**src/logic/pcix_pm_capability_regs.svh**
```systemverilog
// Offsets, field positions, reset values and fixed codes of the capability registers
`ifndef PCIX_PM_CAPABILITY_REGS_SVH
`define PCIX_PM_CAPABILITY_REGS_SVH

// Dword byte addresses in configuration space
`define PXP_PMCSR_OFS 8'hc4
`define PXP_CAPHDR_OFS 8'he0
`define PXP_SR_OFS 8'he4

// Printed offsets of the byte-wide and half-word registers
`define PXP_CAPID_BYTE_OFS 8'he0
`define PXP_NXTP_BYTE_OFS 8'he1
`define PXP_CMD_BYTE_OFS 8'he2

// Fixed and reset values
`define PXP_CAPID_VAL 8'h07
`define PXP_NXTP_RST 8'h00
`define PXP_NXTP_VITAL 8'hb8
`define PXP_PS_RST 2'h0
`define PXP_PS_D0 2'h0
`define PXP_PS_D1 2'h1
`define PXP_PS_D2 2'h2
`define PXP_PS_D3HOT 2'h3
`define PXP_SPLIT_RST 3'h3
`define PXP_RDCNT_RST 2'h0
`define PXP_DEV_RST 5'h1f
`define PXP_BUS_RST 8'hff
`define PXP_FUNC_NUM 3'h0
`define PXP_RDBYTE_BASE 13'h0200

// Field positions within the 16-bit command register
`define PXP_CMD_DPER_BIT 0
`define PXP_CMD_RELAX_BIT 1
`define PXP_CMD_RDCNT_LSB 2
`define PXP_CMD_SPLIT_LSB 4

// Field positions within the power control/status register
`define PXP_PS_LSB 0
`define PXP_WAKE_EN_BIT 8
`define PXP_WAKE_FLAG_BIT 15

`endif

```
**src/logic/pcix_pm_pkg.sv**
```systemverilog
// Types shared by the capability register bank
`default_nettype none

package pcix_pm_pkg;

  // One register access from the configuration agent or local firmware
  typedef struct packed {
    logic wr;
    logic rd;
    logic local_src;
    logic [7:0] addr;
    logic [3:0] be;
    logic [31:0] wdata;
  } cfg_req_t;

  // Bus phases seen by the target decoder
  typedef struct packed {
    logic addr_valid;
    logic cfg_write;
    logic idsel;
    logic attr_valid;
    logic [31:0] ad;
  } bus_phase_t;

  // Configuration-hold sequencer
  typedef enum logic [2:0] {
    SEQ_STRAP = 3'b001,
    SEQ_HOLD = 3'b010,
    SEQ_RUN = 3'b100
  } seq_state_t;

  // Whole state of the register bank
  typedef struct packed {
    seq_state_t seq;
    logic [1:0] retry_s1;
    logic [1:0] retry_s2;
    logic [1:0] power_state;
    logic [2:0] split_code;
    logic [1:0] rdcnt_code;
    logic dper_en;
    logic [7:0] next_ptr;
    logic [4:0] dev_num;
    logic [7:0] bus_num;
    logic bus_pend;
    logic [31:0] rdata;
    logic ack;
    logic serr;
    logic retry_t0;
    logic core_boot;
    logic [5:0] split_cnt;
    logic [12:0] rd_bytes;
    logic relax;
  } state_t;

endpackage

`default_nettype wire

```
**src/logic/pcix_pm_capability_regs.sv**
```systemverilog
// Power-management and PCI-X capability registers of the translation function
`timescale 1ns/1ps
`default_nettype none
`include "pcix_pm_capability_regs.svh"

// Overview of operation
// - Power state bits 1:0 read current state, write selects 00 D0 to 11 D3hot.
// - Only D0 and D3hot are supported; D2 is not.
// - Wake-event flag bit 15 always reads zero.
// - Wake-event enable bit 8 is read-only zero; writes ignored.
// - Capability identifier byte always returns 07h.
// - Next pointer resets to 00h; local firmware may set B8h for vital product data.
// - Strap at power-good retries Type 0 configuration until pointer set; boot strap too.
// - Command bits 6:4 reset 011, limit split transactions 1,2,3,4,8,12,16,32.
// - Command bits 3:2 reset 00, select burst read byte count 512 to 4096.
// - Every addressing configuration write captures AD[15:11] as device number.
// - Device number resets 11111 and follows the addressing configuration write.
// - Bus number resets FFh, loaded from attribute phase AD[7:0], PCI-X only.
// - Addressed means config write, IDSEL, AD[1:0]=00, AD[10:8]=function number.
// - Function number is fixed 000 and forms requester ID with bus and device.
// - Split completion discarded bit 18 is never set; write-one-clear.
// - Status bit 17 reads one: 133 MHz capable.
// - Status bit 16 reads one: 64-bit bus.
module pcix_pm_capability_regs (
  input wire logic ref_clk_in,                       // 200 MHz clock
  input wire logic rst_in,                           // Synchronous reset, high
  input wire pcix_pm_pkg::cfg_req_t cfg_req_in,      // Register access request
  output logic [31:0] cfg_rdata_out,                 // Read data
  output logic cfg_ack_out,                          // Access done pulse
  input wire pcix_pm_pkg::bus_phase_t bus_phase_in,  // Decoded bus phases
  input wire logic pcix_mode_in,                     // Bus runs in PCI-X mode
  input wire logic serr_enable_in,                   // System error reporting on
  input wire logic master_dpe_set_in,                // Master parity flag set pulse
  input wire logic retry_strap_in,                   // Retry Type 0 strap pin
  input wire logic boot_strap_in,                    // Core boot strap pin
  output logic [1:0] power_state_out,                // Current power state
  output logic [5:0] max_split_out,                  // Split transaction limit
  output logic [12:0] max_read_bytes_out,            // Burst read byte limit
  output logic dper_enable_out,                      // Parity recovery enabled
  output logic relaxed_order_out,                    // Relaxed ordering attribute
  output logic serr_out,                             // System error pulse
  output logic [15:0] requester_id_out,              // Bus, device, function
  output logic [7:0] next_ptr_out,                   // Next capability pointer
  output logic retry_type0_out,                      // Retry Type 0 config cycles
  output logic core_boot_out                         // Core allowed to boot
);

  // Reset image of the whole state
  localparam pcix_pm_pkg::state_t ST_RESET = '{
    seq: pcix_pm_pkg::SEQ_STRAP,
    retry_s1: 2'h0,
    retry_s2: 2'h0,
    power_state: `PXP_PS_RST,
    split_code: `PXP_SPLIT_RST,
    rdcnt_code: `PXP_RDCNT_RST,
    dper_en: 1'b0,
    next_ptr: `PXP_NXTP_RST,
    dev_num: `PXP_DEV_RST,
    bus_num: `PXP_BUS_RST,
    bus_pend: 1'b0,
    rdata: 32'h0000_0000,
    ack: 1'b0,
    serr: 1'b0,
    retry_t0: 1'b0,
    core_boot: 1'b0,
    split_cnt: 6'h04,
    rd_bytes: `PXP_RDBYTE_BASE,
    relax: 1'b0
  };

  pcix_pm_pkg::state_t st_reg;
  pcix_pm_pkg::state_t st_next;
  logic [15:0] pmcsr_rd;
  logic [15:0] cmd_rd;
  logic [31:0] caphdr_rd;
  logic [31:0] sr_rd;
  logic addressed;
  logic wr_pmcsr;
  logic wr_caphdr;
  logic rd_hit;

  // Split transaction code to count
  function automatic logic [5:0] split_decode(input logic [2:0] code);
    logic [5:0] cnt;
    cnt = 6'h01;
    case (code)
      3'h0: cnt = 6'h01;
      3'h1: cnt = 6'h02;
      3'h2: cnt = 6'h03;
      3'h3: cnt = 6'h04;
      3'h4: cnt = 6'h08;
      3'h5: cnt = 6'h0c;
      3'h6: cnt = 6'h10;
      3'h7: cnt = 6'h20;
      default: cnt = 6'h01;
    endcase
    return cnt;
  endfunction

  // Read images of the three dwords
  always_comb begin
    pmcsr_rd = 16'h0000;
    pmcsr_rd[`PXP_PS_LSB +: 2] = st_reg.power_state;
    pmcsr_rd[`PXP_WAKE_FLAG_BIT] = 1'b0;
    pmcsr_rd[`PXP_WAKE_EN_BIT] = 1'b0;
    cmd_rd = 16'h0000;
    cmd_rd[`PXP_CMD_SPLIT_LSB +: 3] = st_reg.split_code;
    cmd_rd[`PXP_CMD_RDCNT_LSB +: 2] = st_reg.rdcnt_code;
    cmd_rd[`PXP_CMD_RELAX_BIT] = 1'b0;
    cmd_rd[`PXP_CMD_DPER_BIT] = st_reg.dper_en;
    caphdr_rd = {cmd_rd, st_reg.next_ptr, `PXP_CAPID_VAL};
    sr_rd = 32'h0000_0000;
    sr_rd[17] = 1'b1;
    sr_rd[16] = 1'b1;
    sr_rd[15:8] = st_reg.bus_num;
    sr_rd[7:3] = st_reg.dev_num;
    sr_rd[2:0] = `PXP_FUNC_NUM;
  end

  // Target decode of the address phase
  always_comb begin
    addressed = bus_phase_in.addr_valid &&
                bus_phase_in.cfg_write &&
                bus_phase_in.idsel &&
                (bus_phase_in.ad[1:0] == 2'h0) &&
                (bus_phase_in.ad[10:8] == `PXP_FUNC_NUM);
  end

  // Register access decode
  always_comb begin
    wr_pmcsr = cfg_req_in.wr && (cfg_req_in.addr == `PXP_PMCSR_OFS);
    wr_caphdr = cfg_req_in.wr && (cfg_req_in.addr == `PXP_CAPHDR_OFS);
    rd_hit = cfg_req_in.rd;
  end

  // Next-state logic
  always_comb begin
    st_next = st_reg;
    st_next.ack = 1'b0;
    st_next.serr = 1'b0;
    // Strap pins pass two flops first
    st_next.retry_s1 = {boot_strap_in, retry_strap_in};
    st_next.retry_s2 = st_reg.retry_s1;

    case (st_reg.seq)
      pcix_pm_pkg::SEQ_STRAP: begin
        st_next.core_boot = st_reg.retry_s2[1];
        if (st_reg.retry_s2[0]) begin
          st_next.retry_t0 = 1'b1;
          st_next.seq = pcix_pm_pkg::SEQ_HOLD;
        end else begin
          st_next.retry_t0 = 1'b0;
          st_next.seq = pcix_pm_pkg::SEQ_RUN;
        end
      end
      pcix_pm_pkg::SEQ_HOLD: begin
        if (wr_caphdr && cfg_req_in.local_src && cfg_req_in.be[1]) begin
          st_next.retry_t0 = 1'b0;
          st_next.seq = pcix_pm_pkg::SEQ_RUN;
        end
      end
      pcix_pm_pkg::SEQ_RUN: begin
        st_next.retry_t0 = 1'b0;
      end
      default: begin
        st_next.retry_t0 = 1'b0;
        st_next.seq = pcix_pm_pkg::SEQ_RUN;
      end
    endcase

    // Power state write
    if (wr_pmcsr && cfg_req_in.be[0]) begin
      if ((cfg_req_in.wdata[1:0] == `PXP_PS_D0) ||
          (cfg_req_in.wdata[1:0] == `PXP_PS_D3HOT)) begin
        st_next.power_state = cfg_req_in.wdata[1:0];
      end
      // D1 and D2 keep old state
    end

    // Next pointer write, local firmware only
    if (wr_caphdr && cfg_req_in.be[1] && cfg_req_in.local_src) begin
      st_next.next_ptr = cfg_req_in.wdata[15:8];
    end

    // Command register low byte
    if (wr_caphdr && cfg_req_in.be[2]) begin
      st_next.split_code = cfg_req_in.wdata[16 + `PXP_CMD_SPLIT_LSB +: 3];
      st_next.rdcnt_code = cfg_req_in.wdata[16 + `PXP_CMD_RDCNT_LSB +: 2];
      st_next.dper_en = cfg_req_in.wdata[16 + `PXP_CMD_DPER_BIT];
    end

    // Decoded limits follow the stored codes
    st_next.split_cnt = split_decode(st_next.split_code);
    st_next.rd_bytes = `PXP_RDBYTE_BASE << st_next.rdcnt_code;
    st_next.relax = 1'b0;

    if (addressed) begin
      st_next.dev_num = bus_phase_in.ad[15:11];
      st_next.bus_pend = pcix_mode_in;
    end else if (bus_phase_in.attr_valid) begin
      st_next.bus_pend = 1'b0;
    end
    if (st_reg.bus_pend && bus_phase_in.attr_valid && pcix_mode_in) begin
      st_next.bus_num = bus_phase_in.ad[7:0];
    end

    if (master_dpe_set_in && pcix_mode_in && serr_enable_in && !st_reg.dper_en) begin
      st_next.serr = 1'b1;
    end

    // Access answer one cycle later
    if (cfg_req_in.rd || cfg_req_in.wr) begin
      st_next.ack = 1'b1;
    end
    if (rd_hit) begin
      case (cfg_req_in.addr)
        `PXP_PMCSR_OFS: st_next.rdata = {16'h0000, pmcsr_rd};
        `PXP_CAPHDR_OFS: st_next.rdata = caphdr_rd;
        `PXP_SR_OFS: st_next.rdata = sr_rd;
        default: st_next.rdata = 32'h0000_0000;
      endcase
    end
  end

  // State register
  always_ff @(posedge ref_clk_in) begin
    if (rst_in) begin
      st_reg <= ST_RESET;
      // Strap synchronisers keep shifting in reset, so release sees settled straps
      st_reg.retry_s1 <= st_next.retry_s1;
      st_reg.retry_s2 <= st_next.retry_s2;
    end else begin
      st_reg <= st_next;
    end
  end

  // Outputs straight from the state flops
  assign cfg_rdata_out = st_reg.rdata;
  assign cfg_ack_out = st_reg.ack;
  assign power_state_out = st_reg.power_state;
  assign max_split_out = st_reg.split_cnt;
  assign max_read_bytes_out = st_reg.rd_bytes;
  assign dper_enable_out = st_reg.dper_en;
  assign relaxed_order_out = st_reg.relax;
  assign serr_out = st_reg.serr;
  assign requester_id_out = {st_reg.bus_num, st_reg.dev_num, `PXP_FUNC_NUM};
  assign next_ptr_out = st_reg.next_ptr;
  assign retry_type0_out = st_reg.retry_t0;
  assign core_boot_out = st_reg.core_boot;

endmodule

`default_nettype wire

```
**config.mk**
```make
export PLATFORM = sky130hd
export DESIGN_NAME = pcix_pm_capability_regs
export DESIGN_NICKNAME = d
export VERILOG_FILES = /design/src/logic/pcix_pm_pkg.sv /design/src/logic/pcix_pm_capability_regs.sv
export VERILOG_INCLUDE_DIRS = /design/src /design/src/logic
export SDC_FILE = /design/constraint.sdc
export NUM_CORES = 1
export LEC_CHECK = 0
export BUFFER_PORTS_ARGS = -buffer_cell sky130_fd_sc_hd__buf_2
export CAP_MARGIN = 20
export CORE_ASPECT_RATIO = 1.2
export CORE_MARGIN = 4
export CORE_UTILIZATION = 45
export DETAILED_ROUTE_END_ITERATION = 10
export GPL_TIMING_DRIVEN = 0
export HOLD_SLACK_MARGIN = 0.02
export PLACE_DENSITY = 0.76
export RECOVER_POWER = 25
export SYNTH_ARGS = -nofsm -noshare
export SYNTH_HDL_FRONTEND = slang
export SYNTH_SLANG_ARGS = --single-unit
```
**constraint.sdc**
```tcl
create_clock -name ref_clk_in -period 3.2 [get_ports ref_clk_in]
set_clock_uncertainty 0.2 [all_clocks]
set_input_delay 0.64 -clock ref_clk_in [delete_from_list [all_inputs] [get_ports ref_clk_in]]
set_output_delay 0.64 -clock ref_clk_in [all_outputs]
set_load 0.05 [all_outputs]
```
==> flow_metrics.env, run 1 <==
export IMPL_drt_iter0_markers=90
export IMPL_cts_tree="built"
export IMPL_yosys_area_share_xor_xnor=0.00244
export IMPL_ys_seq_area_frac=0.413
export IMPL_setup_viol=0
export IMPL_grt_ovfl_total=0
export IMPL_start_kind="input pin"
export IMPL_drv_cap=0
export IMPL_fin_tns_setup_ns=0
export IMPL_die_w_um=89.5
export IMPL_ir_drop_mv=0.233
export IMPL_post_cts_setup_buffers=0
export IMPL_core_area_um2=7710
export IMPL_slew_headroom=0.592
export IMPL_grt_pass1_vias=2931
export IMPL_fp_dieH_um=106
export IMPL_worst_pin_slew_ns=0.614
export IMPL_hold_depth=0
export IMPL_synth_top_family_by_area="simple AND/OR/NAND/NOR gates"
export IMPL_p_leak_uw=0.00218
export IMPL_synth_area_um2=3590
export IMPL_drive_gt1_frac=0.397
export IMPL_slew_viol_final=0
export IMPL_drcViolationCount=0
export IMPL_crit_type="in -> reg"
export IMPL_grt_antenna_before_repair=0
export IMPL_rows=35
export IMPL_crit_chain="buf_2 -> nand4bb_1 -> nor4_4 -> mux2i_1 -> inv_1 -> ha_1 -> o21ai_0 -> o221ai_1"
export IMPL_synth_top_cell_area_share=0.413
export IMPL_synth_compound_area_share=0.100
export IMPL_start_util=0.465
export IMPL_ff2ff_setup_slack_ns=1.76
export IMPL_synth_area_per_cell_um2=8.77
export IMPL_path_depth=8
export IMPL_hold_viol_final=0
export IMPL_cp_max_fo=8
export IMPL_drtPass1Iterations=4
export IMPL_power_density_nw_per_um2=423
export IMPL_worstPathRequired_ns=3.18
export IMPL_clockRootBuffer="clkbuf_8"
export IMPL_min_period_ns=2.60
export IMPL_cts_sinks=74
export IMPL_drt_antenna_violating_nets=0
export IMPL_critPathLaunch="cfg_req_in[40]"
export IMPL_hold_buffers=0
export IMPL_synth_edf_count=0
export IMPL_yosys_area_share_adder=0.00698
export IMPL_outcome="finished, final reports clean"
export IMPL_ys_warn_count=0
export IMPL_track_usage=0.186
export IMPL_critical_path_top_delay_family="simple AND/OR/NAND/NOR gates"
export IMPL_fin_ws_ns=0.596
export IMPL_ys_flop_type="dfxtp_1"
export IMPL_synth_simple_area_share=0.224
export IMPL_dp_hpwl_mm=6.88
export IMPL_synthArstFlopShare=0
export IMPL_dpl_worst_slack_ns=0.298
export IMPL_worstSetupEndpointType="flop"
export IMPL_cts_inserted_buffers=9
export IMPL_cts_resized=0
export IMPL_cp_slowest_cell="nor4_4"
export IMPL_post_drt_via_cell_ratio=4.77
export IMPL_final_nets=649
export IMPL_max_freq_mhz=384
export IMPL_vias=3119
export IMPL_routedWlPerCell_um=13.4
export IMPL_synthTopCellsByArea="dfxtp_1, buf_4, a21oi_1"
export IMPL_post_route_period_util=0.814
export IMPL_clk_path_buf_depth=2
export IMPL_largest_reg_flops=23
export IMPL_diodes=0
export IMPL_wl_mm=8.74
export IMPL_clock_latency_ns=0.34
export IMPL_crit_path_end="max_split_out[2]$_SDFF_PP1_"
export IMPL_cp_num_buf_inv=2
export IMPL_cp_arrival_ns=2.58
export IMPL_io_pins=173
export IMPL_dieArea_um2=9470
export IMPL_reg2reg_from="caphdr_rd[20]$_SDFF_PP1_"
export IMPL_grt_max_degree=13
export IMPL_area_growth_pct=27.1
export IMPL_grt_pass1_wl_mm=13.6
export IMPL_synth_cell_type_count=44
export IMPL_io_buffers=116
export IMPL_ys_ff_latch=74
export IMPL_rsz0062_at_grt="false"
export IMPL_gp_congestion=0.833
export IMPL_holdCritPathClass="reg -> reg"
export IMPL_crit_path_max_incr_delay_ns=0.64
export IMPL_cts_max_level=3
export IMPL_r2r_end="max_split_out[2]$_SDFF_PP1_"
export IMPL_netlist_instances=409
export IMPL_reg2regPathDepth=4
export IMPL_clk_pin_slew_ns=0.08
export IMPL_synthMuxAreaShare=0.0572
export IMPL_synth_area_leader_cell="dfxtp_1"
==> cell usage after synthesis, drive strengths merged (4+ instances only) <==
master and count:
dfxtp 74, nand2b 23, a21o 4, buf 85, nand3 27, a31o 8
mux2 9, clkbuf 16, o21ai 4, nor2 11, nand2 40, mux2i 10
and3 5, nand4 13, inv 4, a21oi 40, nand3b 7
==> power by group <==
part,switching [uW],internal (uW)
logic,134,70.5
clock network,334,458
registers,3.40,928
total,472,1460
==> stage by stage <==
stage	util	cells	hold WS (ns)	area, um2	power, uW
floorplan	-	430	0.110	3660	1100
global placement	0.566	638	0.114	4360	1160
detailed placement	0.566	638	0.112	4360	1160
CTS	0.594	654	0.130	4580	1940
global route	0.591	654	0.138	4560	2000
finish	0.591	654	0.130	4560	1930
==> how the worst min path moves through the flow <==
stage / start / end / slack (ns)
after global placement: st_next[87]$_DFF_P_ / st_reg[87]$_DFF_P_ / 0.11
final: st_next[87]$_DFF_P_ / st_reg[87]$_DFF_P_ / 0.13
after floorplan: st_next[86]$_DFF_P_ / st_reg[86]$_DFF_P_ / 0.11
after detailed placement: st_next[87]$_DFF_P_ / st_reg[87]$_DFF_P_ / 0.11
after CTS: st_next[87]$_DFF_P_ / st_reg[87]$_DFF_P_ / 0.13
after global routing: st_next[87]$_DFF_P_ / st_reg[87]$_DFF_P_ / 0.14
==> worst register-to-register path, stage by stage, from the launching register on <==
cell,delay [ns]
dfxtp_1,0.35
mux2_4,0.30
ha_1,0.19
o21ai_0,0.08
o221ai_1,0.16
==> layout make-up <==
| cell class | count | area, um2 |
|---|---|---|
| sequential | 74 | 1480 |
| clock buffer | 11 | 141 |
| multi-input combinational | 251 | 1480 |
| fill | 722 | 3150 |
| buffer | 101 | 686 |
| inverter | 4 | 15.0 |
| tap | 92 | 115 |
| clock inverter | 5 | 77.6 |
| timing repair buffer | 116 | 563 |
==> logic make-up after synthesis <==
kind of cell               Yosys count
muxes                               19
and+or+nand+nor                    146
other                                1
AOI/OAI and AO/OA                   61
DFF                                 74
xor gates and xnor gates             1
adders and majority gates            2
buffers and inverters              105
==> cell usage in the layout, fill, tap and decap left out, drive strengths merged, types with 2 or more instances in the layout <==
cell type	netlist	layout
and2b	2	2
nand2	40	40
nand3b	7	7
conb	1	22
mux2	9	9
clkinv	0	2
inv	4	4
nor3	3	3
nand2b	23	23
nand4	13	13
bufinv	0	2
a21oi	40	40
ha	2	2
nor2b	3	3
dfxtp	74	74
nor4	2	2
mux2i	10	10
or2	2	2
and3	5	5
buf	85	187
a31o	8	8
nor2	11	11
nand3	27	27
a21o	4	4
o21ai	4	4
clkbuf	16	41
==> routing by layer <==
metal / global-route usage / wire, um
met4: 0.0809 / 172
met3: 0.0352 / 620
met1: 0.222 / 3630
met5: 0 / 0
met2: 0.318 / 4320
Power figures use the tool's default switching activity.
==> run 2: changes to the inputs <==
==> constraint.sdc (replaced) <==
create_clock -name ref_clk_in -period 2.6 [get_ports ref_clk_in]
set_clock_uncertainty 0.2 [all_clocks]
set_input_delay 0.52 -clock ref_clk_in [delete_from_list [all_inputs] [get_ports ref_clk_in]]
set_output_delay 0.52 -clock ref_clk_in [all_outputs]
set_load 0.05 [all_outputs]
==> flow_metrics.env, run 2 (synthesis results as in run 1) <==
export IMPL_outcome="finished, final reports clean"
export IMPL_min_to="st_next[86]$_DFF_P_"
export IMPL_io_buffers=116
export IMPL_clk_pin_slew_ns=0.08
export IMPL_largest_reg_flops=23
export IMPL_core_area_um2=7710
export IMPL_busiest_layer="met2"
export IMPL_fillers=721
export IMPL_drive_gt1_frac=0.399
export IMPL_start_util=0.465
export IMPL_gp_congestion=0.833
export IMPL_track_usage=0.186
export IMPL_drt_iter0_markers=93
export IMPL_cts_inserted_buffers=9
export IMPL_ir_drop_mv=0.287
export IMPL_cp_slowest_cell="nor4_4"
export IMPL_diodes=0
export IMPL_routedWlPerCell_um=13.4
export IMPL_holdWs_ns=0.0805
export IMPL_max_freq_mhz=413
export IMPL_r2r_end="max_split_out[2]$_SDFF_PP1_"
export IMPL_final_nets=649
export IMPL_drtPass1Iterations=4
export IMPL_grt_antenna_before_repair=0
export IMPL_min_period_ns=2.42
export IMPL_cts_resized=0
export IMPL_hold_viol_final=0
export IMPL_fin_ws_ns=0.179
export IMPL_final_cell_mix="buf_2, buf_4, dfxtp_1, nand2_1, a21oi_1"
export IMPL_post_cts_setup_buffers=0
export IMPL_cp_arrival_ns=2.40
export IMPL_cts_max_level=3
export IMPL_io_pins=173
export IMPL_start_kind="input pin"
export IMPL_cts_tree="built"
export IMPL_grt_pass1_wl_mm=13.6
export IMPL_p_comb_frac=0.106
export IMPL_post_route_period_util=0.931
export IMPL_reg2regPathDepth=4
export IMPL_worstPathRequired_ns=2.58
export IMPL_dpl_worst_slack_ns=-0.182
export IMPL_reg2reg_from="caphdr_rd[20]$_SDFF_PP1_"
export IMPL_grt_util_met2=0.318
export IMPL_power_frac_clock=0.411
export IMPL_clk_path_buf_depth=2
export IMPL_drv_cap=0
export IMPL_vias=3111
export IMPL_p_leak_uw=0.00218
export IMPL_slew_viol_final=0
export IMPL_grtUsageMet3=0.0352
export IMPL_dieArea_um2=9470
export IMPL_crit_chain="buf_2 -> nand4bb_2 -> nor4_4 -> mux2i_1 -> inv_1 -> ha_1 -> o21ai_0 -> o221ai_1"
export IMPL_ff2ff_setup_slack_ns=1.15
export IMPL_area_growth_pct=27.2
export IMPL_rows=35
export IMPL_holdCritPathClass="in -> reg"
export IMPL_setup_viol=0
export IMPL_cp_max_fo=8
export IMPL_grt_pass1_vias=2931
export IMPL_die_w_um=89.5
export IMPL_fp_dieH_um=106
export IMPL_p_sw_uw=582
export IMPL_crit_type="in -> reg"
export IMPL_wl_mm=8.76
export IMPL_post_drt_via_cell_ratio=4.76
export IMPL_hold_depth=1
export IMPL_worst_pin_slew_ns=0.614
export IMPL_p_int_uw=1790
export IMPL_finalPower_uw=2380
export IMPL_grt_ovfl_total=0
export IMPL_worstSetupEndpointType="flop"
export IMPL_slew_headroom=0.592
export IMPL_grt_max_degree=13
export IMPL_switching_share=0.245
export IMPL_crit_path_max_incr_delay_ns=0.60
export IMPL_mostFrequentLayoutCell="buf_2"
export IMPL_rsz0062_at_grt="false"
export IMPL_drcViolationCount=0
export IMPL_clock_latency_ns=0.34
export IMPL_hold_buffers=0
export IMPL_grtUsageMet1=0.222
export IMPL_drt_antenna_violating_nets=0
export IMPL_cts_sinks=74
export IMPL_power_density_nw_per_um2=521
export IMPL_dp_hpwl_mm=6.88
export IMPL_min_from="retry_strap_in"
export IMPL_clockRootBuffer="clkbuf_8"
export IMPL_seqPwrFrac=0.483
==> run 2: layout make-up <==
cell class | count | area (um2) | share of cell area
flip-flops and latches | 74 | 1480 | 0.325
well taps | 92 | 115 | 0.0252
clock buffers | 11 | 141 | 0.0310
inverters | 4 | 15.0 | 0.00329
clock inverters | 5 | 77.6 | 0.0170
multi-input cells | 251 | 1480 | 0.325
repair buffers | 116 | 563 | 0.123
plain buffers | 101 | 686 | 0.150
==> run 2: worst max-delay path by stage <==
stage | endpoint | depth (start not counted) | startpoint | slack [ns]
after floorplan | max_split_out[1]$_SDFF_PP0_ | 5 | cfg_req_in[40] | 0.18
after global placement | max_split_out[2]$_SDFF_PP1_ | 8 | cfg_req_in[40] | -0.20
after detailed placement | max_split_out[2]$_SDFF_PP1_ | 8 | cfg_req_in[40] | -0.18
after CTS | max_split_out[2]$_SDFF_PP1_ | 8 | cfg_req_in[40] | 0.16
after global routing | max_split_out[2]$_SDFF_PP1_ | 8 | cfg_req_in[40] | 0.006
final | max_split_out[2]$_SDFF_PP1_ | 8 | cfg_req_in[40] | 0.18
==> run 2: layer usage <==
layer  vias up  wire [um]
met5         -          0
met1      1402       3680
met2       107       4310
li1       1589          -
met4         0        172
met3        13        585
==> run 2: stage by stage <==
stage               TNS, ns  std cells   util  cell area, um2
floorplan                 0        430      -            3660
global placement     -0.361        638  0.566            4360
detailed placement   -0.341        638  0.566            4360
CTS                       0        654  0.594            4580
global route              0        654  0.592            4560
finish                    0        654  0.592            4560
==> run 2: power by group through the flow <==
stage | combinational (uW) | sequential (uW) | clock, uW
6_report | 253 | 1150 | 976
5_1_grt | 272 | 1150 | 1040
4_1_cts | 253 | 1150 | 993
3_5_place_dp | 253 | 1170 | 0
3_3_place_gp | 250 | 1170 | 0
2_1_floorplan | 166 | 1180 | 0
==> run 2: worst max-delay path, delay by kind of cell <==
family / cells / cell delay, ns
AND/OR/NAND/NOR: 2 / 0.94
adder cells (fa/ha/maj): 1 / 0.18
multiplexers: 1 / 0.36
buffers and inverters: 2 / 0.16
AO/OA/AOI/OAI: 2 / 0.24
